**src/hw/iogbt_pkg.sv**
```systemverilog
/*
 * Constants shared by the I/O group base timer: register indices, field
 * positions, reset values and encodings.
 * Assumes a 32-bit classic Wishbone bus with one register per aligned word.
 */
package iogbt_pkg;

  // ****************************************************************
  // sizes
  // ****************************************************************
  localparam int unsigned NGRP   = 3;
  localparam int unsigned CNT_W  = 16;
  localparam int unsigned IDX_W  = 12;

  // ****************************************************************
  // register indices (byte address = 4 * index)
  // ****************************************************************
  localparam logic [IDX_W-1:0] IDX_SRC [NGRP] =
    '{12'h1A2, 12'h122, 12'h162};
  localparam logic [IDX_W-1:0] IDX_RST [NGRP] =
    '{12'h1A3, 12'h123, 12'h163};
  localparam logic [IDX_W-1:0] IDX_FSEL [NGRP] =
    '{12'h1A7, 12'h127, 12'h167};
  localparam logic [IDX_W-1:0] IDX_CNT [NGRP] =
    '{12'h204, 12'h205, 12'h206};
  localparam logic [IDX_W-1:0] IDX_CMP0 [NGRP] =
    '{12'h208, 12'h209, 12'h20A};
  localparam logic [IDX_W-1:0] IDX_START    = 12'h200;
  localparam logic [IDX_W-1:0] IDX_IRQ_STAT = 12'h201;
  localparam logic [IDX_W-1:0] IDX_IRQ_MASK = 12'h202;
  localparam logic [IDX_W-1:0] IDX_BIT9_CFG = 12'h20C;

  // ****************************************************************
  // source control fields
  // ****************************************************************
  localparam int unsigned SRC_LSB    = 0;
  localparam int unsigned DIV_LSB    = 2;
  localparam int unsigned IRQSEL_BIT = 7;
  localparam logic [1:0]  SRC_STOP   = 2'h0;
  localparam logic [1:0]  SRC_QUAD   = 2'h2;
  localparam logic [1:0]  SRC_F1     = 2'h3;
  localparam logic [4:0]  DIV_BYPASS = 5'h1F;

  // ****************************************************************
  // reset control fields (b3 and b7 reserved, read as zero)
  // ****************************************************************
  localparam int unsigned SYNC_BIT   = 0;
  localparam int unsigned MATCH_BIT  = 1;
  localparam int unsigned PIN_BIT    = 2;
  localparam int unsigned RUN_BIT    = 4;
  localparam int unsigned MODE_LSB   = 5;
  localparam logic [7:0]  RST_WMASK  = 8'h77;
  localparam logic [1:0]  MODE_INC   = 2'h0;
  localparam logic [1:0]  MODE_UPDN  = 2'h1;
  localparam logic [1:0]  MODE_QUAD  = 2'h2;

  // ****************************************************************
  // counts and reset values
  // ****************************************************************
  localparam logic [CNT_W-1:0] CNT_MAX  = 16'hFFFF;
  localparam logic [CNT_W-1:0] BIT9_MAX = 16'h03FF;
  localparam logic [7:0]       REG8_RST = 8'h00;
  localparam logic [CNT_W-1:0] CNT_RST  = 16'h0000;

  typedef enum logic {IOGBT_UP, IOGBT_DOWN} iogbt_dir_t;

endpackage

```
**src/hw/iogbt_grp_if.sv**
```systemverilog
/*
 * Carrier between the register block and one group timer.
 * Assumes iogbt_pkg is compiled first.
 */
interface iogbt_grp_if;
  import iogbt_pkg::*;
  logic [1:0]       src;
  logic [4:0]       div;
  logic             irq_sel;
  logic [1:0]       mode;
  logic             match_en;
  logic             bit9_sel;
  logic [CNT_W-1:0] cmp0;
  logic             ext_rst;
  logic             qedge;
  logic             qdir;
  logic [CNT_W-1:0] count;
  logic             ovf;
  logic             match_rst;

  modport ctl (output src, div, irq_sel, mode, match_en, bit9_sel, cmp0,
               ext_rst, qedge, qdir,
               input  count, ovf, match_rst);
  modport tmr (input  src, div, irq_sel, mode, match_en, bit9_sel, cmp0,
               ext_rst, qedge, qdir,
               output count, ovf, match_rst);
endinterface

```
**src/hw/iogbt_sync.sv**
```systemverilog
/*
 * Two flip-flop synchroniser for pin inputs.
 * Assumes the inputs are asynchronous levels.
 */
module iogbt_sync #(
  parameter int unsigned W = 1
) (
  input  wire logic         clk_i,
  input  wire logic         rst_i,
  input  wire logic [W-1:0] d_i,
  output logic      [W-1:0] q_o
);
  logic [W-1:0] meta;

  always_ff @(posedge clk_i) begin
    if (rst_i) begin
      meta <= '0;
      q_o  <= '0;
    end else begin
      meta <= d_i;
      q_o  <= meta;
    end
  end
endmodule

```
**src/hw/iogbt_timer.sv**
```systemverilog
/*
 * One group's 16-bit base timer: prescaler, count modes, match reset and
 * overflow event.
 * Assumes configuration and external reset come from the register block.
 */
module iogbt_timer (
  // clock and reset
  input  wire logic clk_i,
  input  wire logic rst_i,
  // configuration and status
  iogbt_grp_if.tmr  g
);
  import iogbt_pkg::*;

  logic [5:0]       pre;
  logic             pend;
  iogbt_dir_t       dir;
  iogbt_dir_t       next_dir;
  logic             src_tick;
  logic             tick;
  logic             up;
  logic             next_ovf;
  logic [CNT_W-1:0] top;
  logic [CNT_W-1:0] next_count;
  logic [5:0]       pre_end;

  // ****************************************************************
  // count source and prescaler
  // ****************************************************************
  assign pre_end  = {g.div, 1'b1};
  assign src_tick = (g.src == SRC_F1) ||
                    (g.src == SRC_QUAD && g.qedge);
  assign tick = (g.div == DIV_BYPASS) ? src_tick
              : (src_tick && pre >= pre_end);

  always_ff @(posedge clk_i) begin
    if (rst_i || g.ext_rst) begin
      pre <= '0;
    end else if (src_tick) begin
      pre <= (pre >= pre_end) ? 6'h00 : pre + 6'h01;
    end
  end

  // ****************************************************************
  // next count per mode
  // ****************************************************************
  assign top = g.bit9_sel ? BIT9_MAX : CNT_MAX;

  always_comb begin
    next_dir = dir;
    case (g.mode)
      MODE_INC:  up = 1'b1;
      MODE_QUAD: up = g.qdir;
      MODE_UPDN: up = (dir == IOGBT_UP);
      default:   up = 1'b1;
    endcase
    if (up) begin
      next_count = (g.count >= top) ? CNT_RST : g.count + 16'h0001;
      next_ovf   = g.irq_sel ? (g.count[14] && !next_count[14])
                             : (g.count >= top);
    end else begin
      next_count = g.count - 16'h0001;
      next_ovf   = 1'b0;
    end
    if (g.mode == MODE_UPDN) begin
      if (up && g.count >= top) begin
        next_count = g.count - 16'h0001;
        next_dir   = IOGBT_DOWN;
      end else if (!up && g.count == CNT_RST) begin
        next_count = 16'h0001;
        next_dir   = IOGBT_UP;
      end
    end
  end

  // the reset falls on the first tick after the match tick
  assign g.match_rst = tick && pend;

  always_ff @(posedge clk_i) begin
    if (rst_i || g.ext_rst) begin
      g.count <= CNT_RST;
      pend    <= 1'b0;
      dir     <= IOGBT_UP;
      g.ovf   <= 1'b0;
    end else begin
      g.ovf <= 1'b0;
      if (tick) begin
        if (pend) begin
          g.count <= CNT_RST;
          pend    <= 1'b0;
        end else begin
          g.count <= next_count;
          dir     <= next_dir;
          g.ovf   <= next_ovf;
          pend    <= g.match_en && (g.count == g.cmp0);
        end
      end
    end
  end

  // ****************************************************************
  // checks
  // ****************************************************************
  stopped_hold_a: assert property (@(posedge clk_i) disable iff (rst_i)
    (g.src == SRC_STOP && !g.ext_rst) |=> $stable(g.count))
    else $error("timer moved with the source stopped");

  undivided_step_a: assert property (@(posedge clk_i) disable iff (rst_i)
    (g.src == SRC_F1 && g.div == DIV_BYPASS && g.mode == MODE_INC &&
     !g.ext_rst && !pend && !g.match_en && !g.bit9_sel)
    |=> g.count == $past(g.count) + 16'h0001)
    else $error("undivided increment did not step by one");

  div_gap_a: assert property (@(posedge clk_i) disable iff (rst_i)
    (tick && g.div != DIV_BYPASS && g.src == SRC_F1 && !g.ext_rst &&
     $stable(g.div)) |=> !tick)
    else $error("divided tick on two cycles in a row");

  match_clear_a: assert property (@(posedge clk_i) disable iff (rst_i)
    (tick && pend) |=> g.count == CNT_RST)
    else $error("match reset did not clear the timer");

  wrap_ovf_a: assert property (@(posedge clk_i) disable iff (rst_i)
    (tick && !pend && !g.ext_rst && g.mode == MODE_INC && !g.irq_sel &&
     !g.bit9_sel && g.count == CNT_MAX)
    |=> (g.ovf && g.count == CNT_RST))
    else $error("bit 15 overflow missed or no wrap");
endmodule

```
**src/hw/iogbt_top.sv**
```systemverilog
/*
 * Base timers of three I/O channel groups with their control registers,
 * reset sources, encoder decoding and overflow interrupt.
 * Assumes a classic Wishbone master on clk_i and asynchronous encoder and
 * reset pins, which are synchronised here.
 */
// Register access over Wishbone is this design's own decision.
module iogbt_top
  import iogbt_pkg::*;
(
  // clock and reset
  input  wire logic                      clk_i,
  input  wire logic                      rst_i,
  // wishbone slave
  input  wire logic [13:0]               wb_adr_i,
  input  wire logic [31:0]               wb_dat_i,
  input  wire logic [3:0]                wb_sel_i,
  input  wire logic                      wb_we_i,
  input  wire logic                      wb_cyc_i,
  input  wire logic                      wb_stb_i,
  output logic      [31:0]               wb_dat_o,
  output logic                           wb_ack_o,
  // pins of groups 0 and 1
  input  wire logic [1:0]                enc_a_i,
  input  wire logic [1:0]                enc_b_i,
  input  wire logic [1:0]                ext_irq_pin_n_i,
  // status and channel function select outputs
  output logic                           irq_o,
  output logic      [NGRP*8-1:0]         chan_func_sel_o,
  output logic      [NGRP*CNT_W-1:0]     timer_count_o
);
  import iogbt_pkg::*;

  // ****************************************************************
  // declarations
  // ****************************************************************
  logic [7:0]       src_ctrl [NGRP];
  logic [7:0]       rst_ctrl [NGRP];
  logic [CNT_W-1:0] cmp0     [NGRP];
  logic [NGRP-1:0]  start_reg;
  logic [NGRP-1:0]  irq_stat;
  logic [NGRP-1:0]  irq_mask;
  logic [NGRP-1:0]  bit9_cfg;
  logic [NGRP-1:0]  run_eff;
  logic [NGRP-1:0]  pin_rst;
  logic [NGRP-1:0]  own_rst;
  logic [NGRP-1:0]  ext_rst;
  logic [NGRP-1:0]  ovf_evt;
  logic [NGRP-1:0]  match_rst;
  logic [NGRP-1:0]  next_irq_stat;
  logic [5:0]       pin_sync;
  logic [3:0]       enc_prev;
  logic [1:0]       qedge;
  logic [1:0]       qdir;
  logic [IDX_W-1:0] idx;
  logic             acc;
  logic             wr;
  logic             rd;
  logic [31:0]      next_rdata;

  iogbt_grp_if grp [NGRP] ();

  // ****************************************************************
  // pin synchronisers
  // ****************************************************************
  iogbt_sync #(
    .W (6)
  ) u_pin_sync (
    .clk_i (clk_i),
    .rst_i (rst_i),
    .d_i   ({~ext_irq_pin_n_i, enc_b_i, enc_a_i}),
    .q_o   (pin_sync)
  );

  // one encoder step: {edge, up}; a double change is a glitch, not a step
  function automatic logic [1:0] quad_step(input logic [1:0] prev,
                                           input logic [1:0] cur);
    logic chg;
    chg = (prev != cur) && (prev[0] ^ cur[0]) != (prev[1] ^ cur[1]);
    // a leading b counts up: old b against new a gives the direction
    return {chg, prev[1] ^ cur[0]};
  endfunction

  always_ff @(posedge clk_i) begin
    if (rst_i) begin
      enc_prev <= 4'h0;
    end else begin
      enc_prev <= {pin_sync[3], pin_sync[1], pin_sync[2], pin_sync[0]};
    end
  end

  assign {qedge[0], qdir[0]} = quad_step(enc_prev[1:0],
                                         {pin_sync[2], pin_sync[0]});
  assign {qedge[1], qdir[1]} = quad_step(enc_prev[3:2],
                                         {pin_sync[3], pin_sync[1]});

  // ****************************************************************
  // wishbone decode
  // ****************************************************************
  // one wait state: the access is taken while ack is low, ack follows
  assign idx = wb_adr_i[13:2];
  assign acc = wb_cyc_i && wb_stb_i && !wb_ack_o;
  assign wr  = acc && wb_we_i && wb_sel_i[0];
  assign rd  = acc && !wb_we_i;

  always_ff @(posedge clk_i) begin
    if (rst_i) begin
      wb_ack_o <= 1'b0;
    end else begin
      wb_ack_o <= acc;
    end
  end

  // ****************************************************************
  // per-group registers and timer
  // ****************************************************************
  for (genvar gi = 0; gi < NGRP; gi++) begin : g_grp
    always_ff @(posedge clk_i) begin
      if (rst_i) begin
        src_ctrl[gi] <= REG8_RST;
        rst_ctrl[gi] <= REG8_RST;
        cmp0[gi]     <= CNT_RST;
        chan_func_sel_o[gi*8 +: 8] <= REG8_RST;
      end else if (wr) begin
        if (idx == IDX_SRC[gi]) begin
          src_ctrl[gi] <= wb_dat_i[7:0];
        end
        if (idx == IDX_RST[gi]) begin
          rst_ctrl[gi] <= wb_dat_i[7:0] & RST_WMASK;
        end
        if (idx == IDX_FSEL[gi]) begin
          chan_func_sel_o[gi*8 +: 8] <= wb_dat_i[7:0];
        end
        if (idx == IDX_CMP0[gi] && wb_sel_i[1]) begin
          cmp0[gi] <= wb_dat_i[15:0];
        end
      end
    end

    // run bit or shared start bit lets the group count
    assign run_eff[gi] = rst_ctrl[gi][RUN_BIT] || start_reg[gi];
    assign own_rst[gi] = !run_eff[gi] || pin_rst[gi] ||
                         match_rst[gi];

    assign grp[gi].src      = src_ctrl[gi][SRC_LSB +: 2];
    assign grp[gi].div      = src_ctrl[gi][DIV_LSB +: 5];
    assign grp[gi].irq_sel  = src_ctrl[gi][IRQSEL_BIT];
    assign grp[gi].mode     = rst_ctrl[gi][MODE_LSB +: 2];
    assign grp[gi].match_en = rst_ctrl[gi][MATCH_BIT];
    assign grp[gi].bit9_sel = bit9_cfg[gi];
    assign grp[gi].cmp0     = cmp0[gi];
    assign grp[gi].ext_rst  = ext_rst[gi];
    assign grp[gi].qedge    = (gi < 2) ? qedge[gi % 2] : 1'b0;
    assign grp[gi].qdir     = (gi < 2) ? qdir[gi % 2] : 1'b0;
    assign ovf_evt[gi]      = grp[gi].ovf;
    assign match_rst[gi]    = grp[gi].match_rst;
    assign timer_count_o[gi*CNT_W +: CNT_W] = grp[gi].count;

    iogbt_timer u_timer (
      .clk_i (clk_i),
      .rst_i (rst_i),
      .g     (grp[gi])
    );
  end

  // ****************************************************************
  // reset sources
  // ****************************************************************
  // group 2 has no pin reset here: its third source is the serial block
  assign pin_rst[0] = rst_ctrl[0][PIN_BIT] && pin_sync[4];
  assign pin_rst[1] = rst_ctrl[1][PIN_BIT] && pin_sync[5];
  assign pin_rst[2] = 1'b0;

  // partner terms use only the partner's own sources, so no loop forms
  assign ext_rst[0] = !run_eff[0] || pin_rst[0] ||
                      (rst_ctrl[0][SYNC_BIT] && own_rst[1]);
  assign ext_rst[1] = !run_eff[1] || pin_rst[1] ||
                      (rst_ctrl[1][SYNC_BIT] && own_rst[0]);
  assign ext_rst[2] = !run_eff[2] ||
                      (rst_ctrl[2][SYNC_BIT] && own_rst[1]);

  // ****************************************************************
  // shared registers and interrupt
  // ****************************************************************
  always_ff @(posedge clk_i) begin
    if (rst_i) begin
      start_reg <= '0;
      irq_mask  <= '0;
      bit9_cfg  <= '0;
    end else if (wr) begin
      if (idx == IDX_START) begin
        start_reg <= wb_dat_i[NGRP-1:0];
      end
      if (idx == IDX_IRQ_MASK) begin
        irq_mask <= wb_dat_i[NGRP-1:0];
      end
      if (idx == IDX_BIT9_CFG) begin
        bit9_cfg <= wb_dat_i[NGRP-1:0];
      end
    end
  end

  // a new overflow in the clearing read survives it
  assign next_irq_stat = (irq_stat & ~((rd && idx == IDX_IRQ_STAT) ?
                          {NGRP{1'b1}} : {NGRP{1'b0}})) | ovf_evt;

  always_ff @(posedge clk_i) begin
    if (rst_i) begin
      irq_stat <= '0;
      irq_o    <= 1'b0;
    end else begin
      irq_stat <= next_irq_stat;
      irq_o    <= |(next_irq_stat & irq_mask);
    end
  end

  // ****************************************************************
  // read data
  // ****************************************************************
  always_comb begin
    next_rdata = 32'h0000_0000;
    for (int i = 0; i < NGRP; i++) begin
      if (idx == IDX_SRC[i]) begin
        next_rdata[7:0] = src_ctrl[i];
      end
      if (idx == IDX_RST[i]) begin
        next_rdata[7:0] = rst_ctrl[i];
      end
      if (idx == IDX_FSEL[i]) begin
        next_rdata[7:0] = chan_func_sel_o[i*8 +: 8];
      end
      if (idx == IDX_CNT[i]) begin
        next_rdata[15:0] = timer_count_o[i*CNT_W +: CNT_W];
      end
      if (idx == IDX_CMP0[i]) begin
        next_rdata[15:0] = cmp0[i];
      end
    end
    if (idx == IDX_START) begin
      next_rdata[NGRP-1:0] = start_reg;
    end
    if (idx == IDX_IRQ_STAT) begin
      next_rdata[NGRP-1:0] = irq_stat;
    end
    if (idx == IDX_IRQ_MASK) begin
      next_rdata[NGRP-1:0] = irq_mask;
    end
    if (idx == IDX_BIT9_CFG) begin
      next_rdata[NGRP-1:0] = bit9_cfg;
    end
  end

  always_ff @(posedge clk_i) begin
    if (rst_i) begin
      wb_dat_o <= 32'h0000_0000;
    end else if (rd) begin
      wb_dat_o <= next_rdata;
    end
  end

  // ****************************************************************
  // checks
  // ****************************************************************
  run_hold_a: assert property (@(posedge clk_i) disable iff (rst_i)
    !run_eff[0] |=> timer_count_o[15:0] == CNT_RST)
    else $error("stopped group 0 timer not held at zero");

  pin_reset_a: assert property (@(posedge clk_i) disable iff (rst_i)
    pin_rst[1] |=> timer_count_o[31:16] == CNT_RST)
    else $error("pin reset did not clear group 1 timer");

  sync_reset_a: assert property (@(posedge clk_i) disable iff (rst_i)
    (rst_ctrl[0][SYNC_BIT] && own_rst[1])
    |=> (timer_count_o[15:0] == CNT_RST && timer_count_o[31:16] == CNT_RST))
    else $error("group 0 did not reset with group 1");

  func_sel_a: assert property (@(posedge clk_i) disable iff (rst_i)
    (wr && idx == IDX_FSEL[1])
    |=> chan_func_sel_o[15:8] == $past(wb_dat_i[7:0]))
    else $error("channel function select not stored");

  start_run_a: assert property (@(posedge clk_i) disable iff (rst_i)
    (wr && idx == IDX_START && wb_dat_i[2]) |=> run_eff[2])
    else $error("shared start bit did not start group 2");

  irq_level_a: assert property (@(posedge clk_i) disable iff (rst_i)
    (ovf_evt[0] && irq_mask[0] && !wr) |=> (irq_stat[0] && irq_o))
    else $error("overflow did not raise the interrupt");

  bus_ack_a: assert property (@(posedge clk_i) disable iff (rst_i)
    acc |=> wb_ack_o ##1 !wb_ack_o)
    else $error("access not answered in one cycle");
endmodule

```
**config.mk**
```make
export PLATFORM = sky130hd
export DESIGN_NAME = iogbt_top
export DESIGN_NICKNAME = d
export VERILOG_FILES = /design/src/hw/iogbt_pkg.sv /design/src/hw/iogbt_grp_if.sv /design/src/hw/iogbt_sync.sv /design/src/hw/iogbt_timer.sv /design/src/hw/iogbt_top.sv
export SDC_FILE = /design/constraint.sdc
export NUM_CORES = 1
export LEC_CHECK = 0
export BUFFER_PORTS_ARGS = -buffer_cell sky130_fd_sc_hd__buf_2
export CORE_MARGIN = 4
export CORE_UTILIZATION = 64
export DETAILED_ROUTE_END_ITERATION = 6
export GPL_TIMING_DRIVEN = 0
export PLACE_DENSITY = 0.86
export SYNTH_ARGS = -nofsm -noshare
export SYNTH_HDL_FRONTEND = slang
export SYNTH_SLANG_ARGS = --single-unit
```
**constraint.sdc**
```tcl
create_clock -name clk_i -period 7.2 [get_ports clk_i]
set_clock_uncertainty 0.2 [all_clocks]
set_input_delay 0.72 -clock clk_i [delete_from_list [all_inputs] [get_ports clk_i]]
set_output_delay 0.72 -clock clk_i [all_outputs]
set_load 0.02 [all_outputs]
```
==> metrics.md <==
| Metric | Value |
|---|---|
| Top Registers | `cmp0 x48, g_grp.u_timer.g.count x48` |
| Synth Register Bits | `about 240` |
| Crit path cell chain | `xor2_1, xnor2_1, o21ai_1, o31ai_1, clkbuf_1, inv_1, nand2_1, a2111oi_0` |
| Die ar. | `roughly 0.026 mm2` |
| Fin. Hold Viols | `0` |
| DRC violations left | `15` |
| Placer Congestion | `around 1.1` |
| Via count | `around 16k` |
| Yosys warnings | `0` |
| Final Cycle Share | `about 60%` |
| Period minus WS final | `about 4300 ps` |
| Largest net degree at the start of global routing | `17` |
| DRT Pass-1 Iters | `7` |
| Worst Path Buf+Inv | `2` |
| Post-route setup TNS | `0 ps` |
| First-pass GRT wire length | `86580 um` |
| Die height | `between 150 and 200 um` |
| CP Class | `reg2reg` |
| Dpl hpwl | `roughly 42000 um` |
| Setup violations, final | `0` |
| Vias in the first global route | `between 10k and 15k` |
| IO buf count | `about 130` |
| Ratio of cells with drive above 1 in the final layout | `11.61%` |
| CTS tree | `yes` |
| Worst min-delay path class | `in2reg` |
| Slowest cell on the critical path | `a2111oi_0` |
| Sequential share of the synthesized area | `roughly two fifths` |
| Synth Instances | `1771` |
| Distinct cells, synth | `80` |
| Layout fillers | `between 1.5k and 2k` |
| Worst setup margin | `around 2900 ps` |
| Core area | `0.02264 mm2` |
| Starting Density | `between 60% and 70%` |
| TritonCTS Sinks | `235` |
| Multi-input gate area | `0.008374 mm2` |
| FMAX | `approximately 230 MHz` |
| Longest Clk Path Bufs | `3` |
| RSZ-0062 raised after global routing | `false` |
| Tot Pwr | `roughly 3 mW` |
| Reg area | `0.005605 mm2` |
| Latest clock arrival within the worst-skew pair | `560 ps` |
| Leak Pwr | `~6 nW` |
| Worst slew margin | `just under 4%` |
| Final max-slew violation count | `0` |
| Worst Setup End Kind | `register` |
| Final ANT Viol Nets | `0` |
| Initial DRC Count | `about 2.3k` |
| Gr usage total | `a little over two fifths` |
| Status | `finished, violations left` |
| Layout area overhead | `13.29%` |
| Maximum fanout along the worst path | `10` |
| Number of synthesized flops with an enable pin | `90` |
| Clk slew on worst S/H paths | `~70 ps` |
| Num rows | `55` |
| WP data required | `7340 ps` |
| Ys async rst share | `0%` |
| Num CTS Buffers | `26` |
| WL/cell | `25.20 um` |
| Max IR drop VDD | `between 0.0002 and 0.00025 V` |
| Main flop type after synthesis | `dfxtp_1` |
| Setup Buffers After CTS | `0` |
| CP arrival | `4430 ps` |
| Post-layout nets | `a little over 2k` |
| CP startpoint kind | `register` |
| Place WS | `2781 ps` |
| Die Width | `roughly 160 um` |
| Post-Route WL | `around 57000 um` |
| Via/cell ratio | `slightly above 7` |
| Power per Cell Area | `between 150 and 200 mW/mm2` |
| Placed Cells | `2200` |
| Max incr delay on CP | `980 ps` |
| Grt total ovfl | `0` |
| Worst-Margin Slew | `1432 ps` |
| Clock root cell | `clkbuf_16` |
| Finished Layout Cells | `between 2k and 2.5k` |
| Hold path cells | `2` |
| Max cap viols | `0` |
| H-Tree Level Count | `1` |
| Hold_ws | `between 100 and 150 ps` |
| R2R cell count | `8` |
| Post-Syn Area | `about 0.015 mm2` |
| Cts hold-fix bufs | `0` |
| CP Depth | `8` |
| Initial antenna violation count | `0` |
| Failing checks | `design-rule violations` |
| Ports | `between 150 and 200` |
| Mapped Avg Cell Area | `between 8 and 9 um2` |
| Gates resized, CTS repair | `0` |
| Largest delay share family, worst path | `compound AO/OA/AOI/OAI gates` |
[worst register-to-register path: stages, from the launching register on]
cell	delay, ps
dfxtp_1	350
xor2_1	500
xnor2_1	240
o21ai_1	560
o31ai_1	390
clkbuf_1	340
inv_1	290
nand2_1	210
a2111oi_0	980
[cells by family after synthesis]
family	share of synthesized area, %
and+or+nand+nor	25.65
AOI/OAI and AO/OA	21.77
DFF	38.03
buffers and inverters	5.535
xor gates and xnor gates	4.813
adders and majority gates	3.905
muxes	0.2717
other	0.02544
[cell type report]
class	instances	share of cell area [%]
Sequential cell	235	33.57
Inverter	49	1.101
Tap cell	285	2.135
Clock buffer	29	4.211
Timing Repair Buffer	129	3.866
Antenna cell	2	0.02997
Buffer	147	3.784
Clock inverter	19	1.154
Multi-Input combinational cell	1355	50.15
[stage by stage]
stage / utilization (%) / cell area, um2
floorplan: - / 14800
global placement: 69.78 / 15800
detailed placement: 69.78 / 15800
CTS: 73.73 / 16690
global route: 73.73 / 16690
finish: 73.76 / 16700
[cell usage in the layout (no fill, tap or decap), types with 27 or more instances in the layout]
master / count
a211oi_1: 33
a21oi_1: 108
and2_1: 84
and3_1: 29
buf_2: 133
clkbuf_1: 119
clkbuf_16: 27
dfxtp_1: 145
edfxtp_1: 90
ha_1: 46
inv_1: 49
nand2_1: 153
nand3_1: 100
nand4_1: 33
nor2_1: 135
nor2b_1: 29
nor3_1: 58
nor4_1: 27
o21ai_0: 85
xnor2_1: 59
[path summary, 6_finish.rpt]
path / from / end / slack (ps)
max: u_pin_sync.q_o[1]$_SDFF_PP0_ / g_grp[2].u_timer.g.ovf$_SDFF_PP0_ / 2910
min: ext_irq_pin_n_i[0] / u_pin_sync.meta[4]$_SDFF_PP0_ / 110
max reg2reg: u_pin_sync.q_o[1]$_SDFF_PP0_ / g_grp[2].u_timer.g.ovf$_SDFF_PP0_ / 2910
min reg2reg: u_pin_sync.meta[0]$_SDFF_PP0_ / u_pin_sync.q_o[0]$_SDFF_PP0_ / 240
[per-layer routing]
metal,wire (um),vias to the layer above,track usage (%)
li1,-,6898,-
met4,3602,0,21.97
met1,20740,7408,56.60
met3,7878,279,9.187
met2,24490,1382,65.36
met5,0,-,0
[cells in the mapped netlist (all sizes together), types with 29 or more instances]
cell    count  area, um2
a211oi     33      247.7
a21oi     108      540.5
and2       85      531.8
and3       29      181.4
clkbuf    119      446.7
dfxtp     145       2903
edfxtp     90       2703
ha         46      575.6
inv        49      183.9
nand2     153      574.3
nand3     100      500.5
nand4      33      206.5
nor2      135      506.7
nor2b      29      181.4
nor3       59      300.3
o21ai      89      445.4
xnor2      59      516.8
[report_power, final]
part | switching [mW] | internal (mW) | total (mW)
Combinational | 0.160 | 0.0703 | 0.231
Clock | 0.615 | 0.791 | 1.41
Sequential | 0.0243 | 1.41 | 1.43
Total | 0.799 | 2.27 | 3.07
Note: power is estimated with default switching activity, not from simulation.
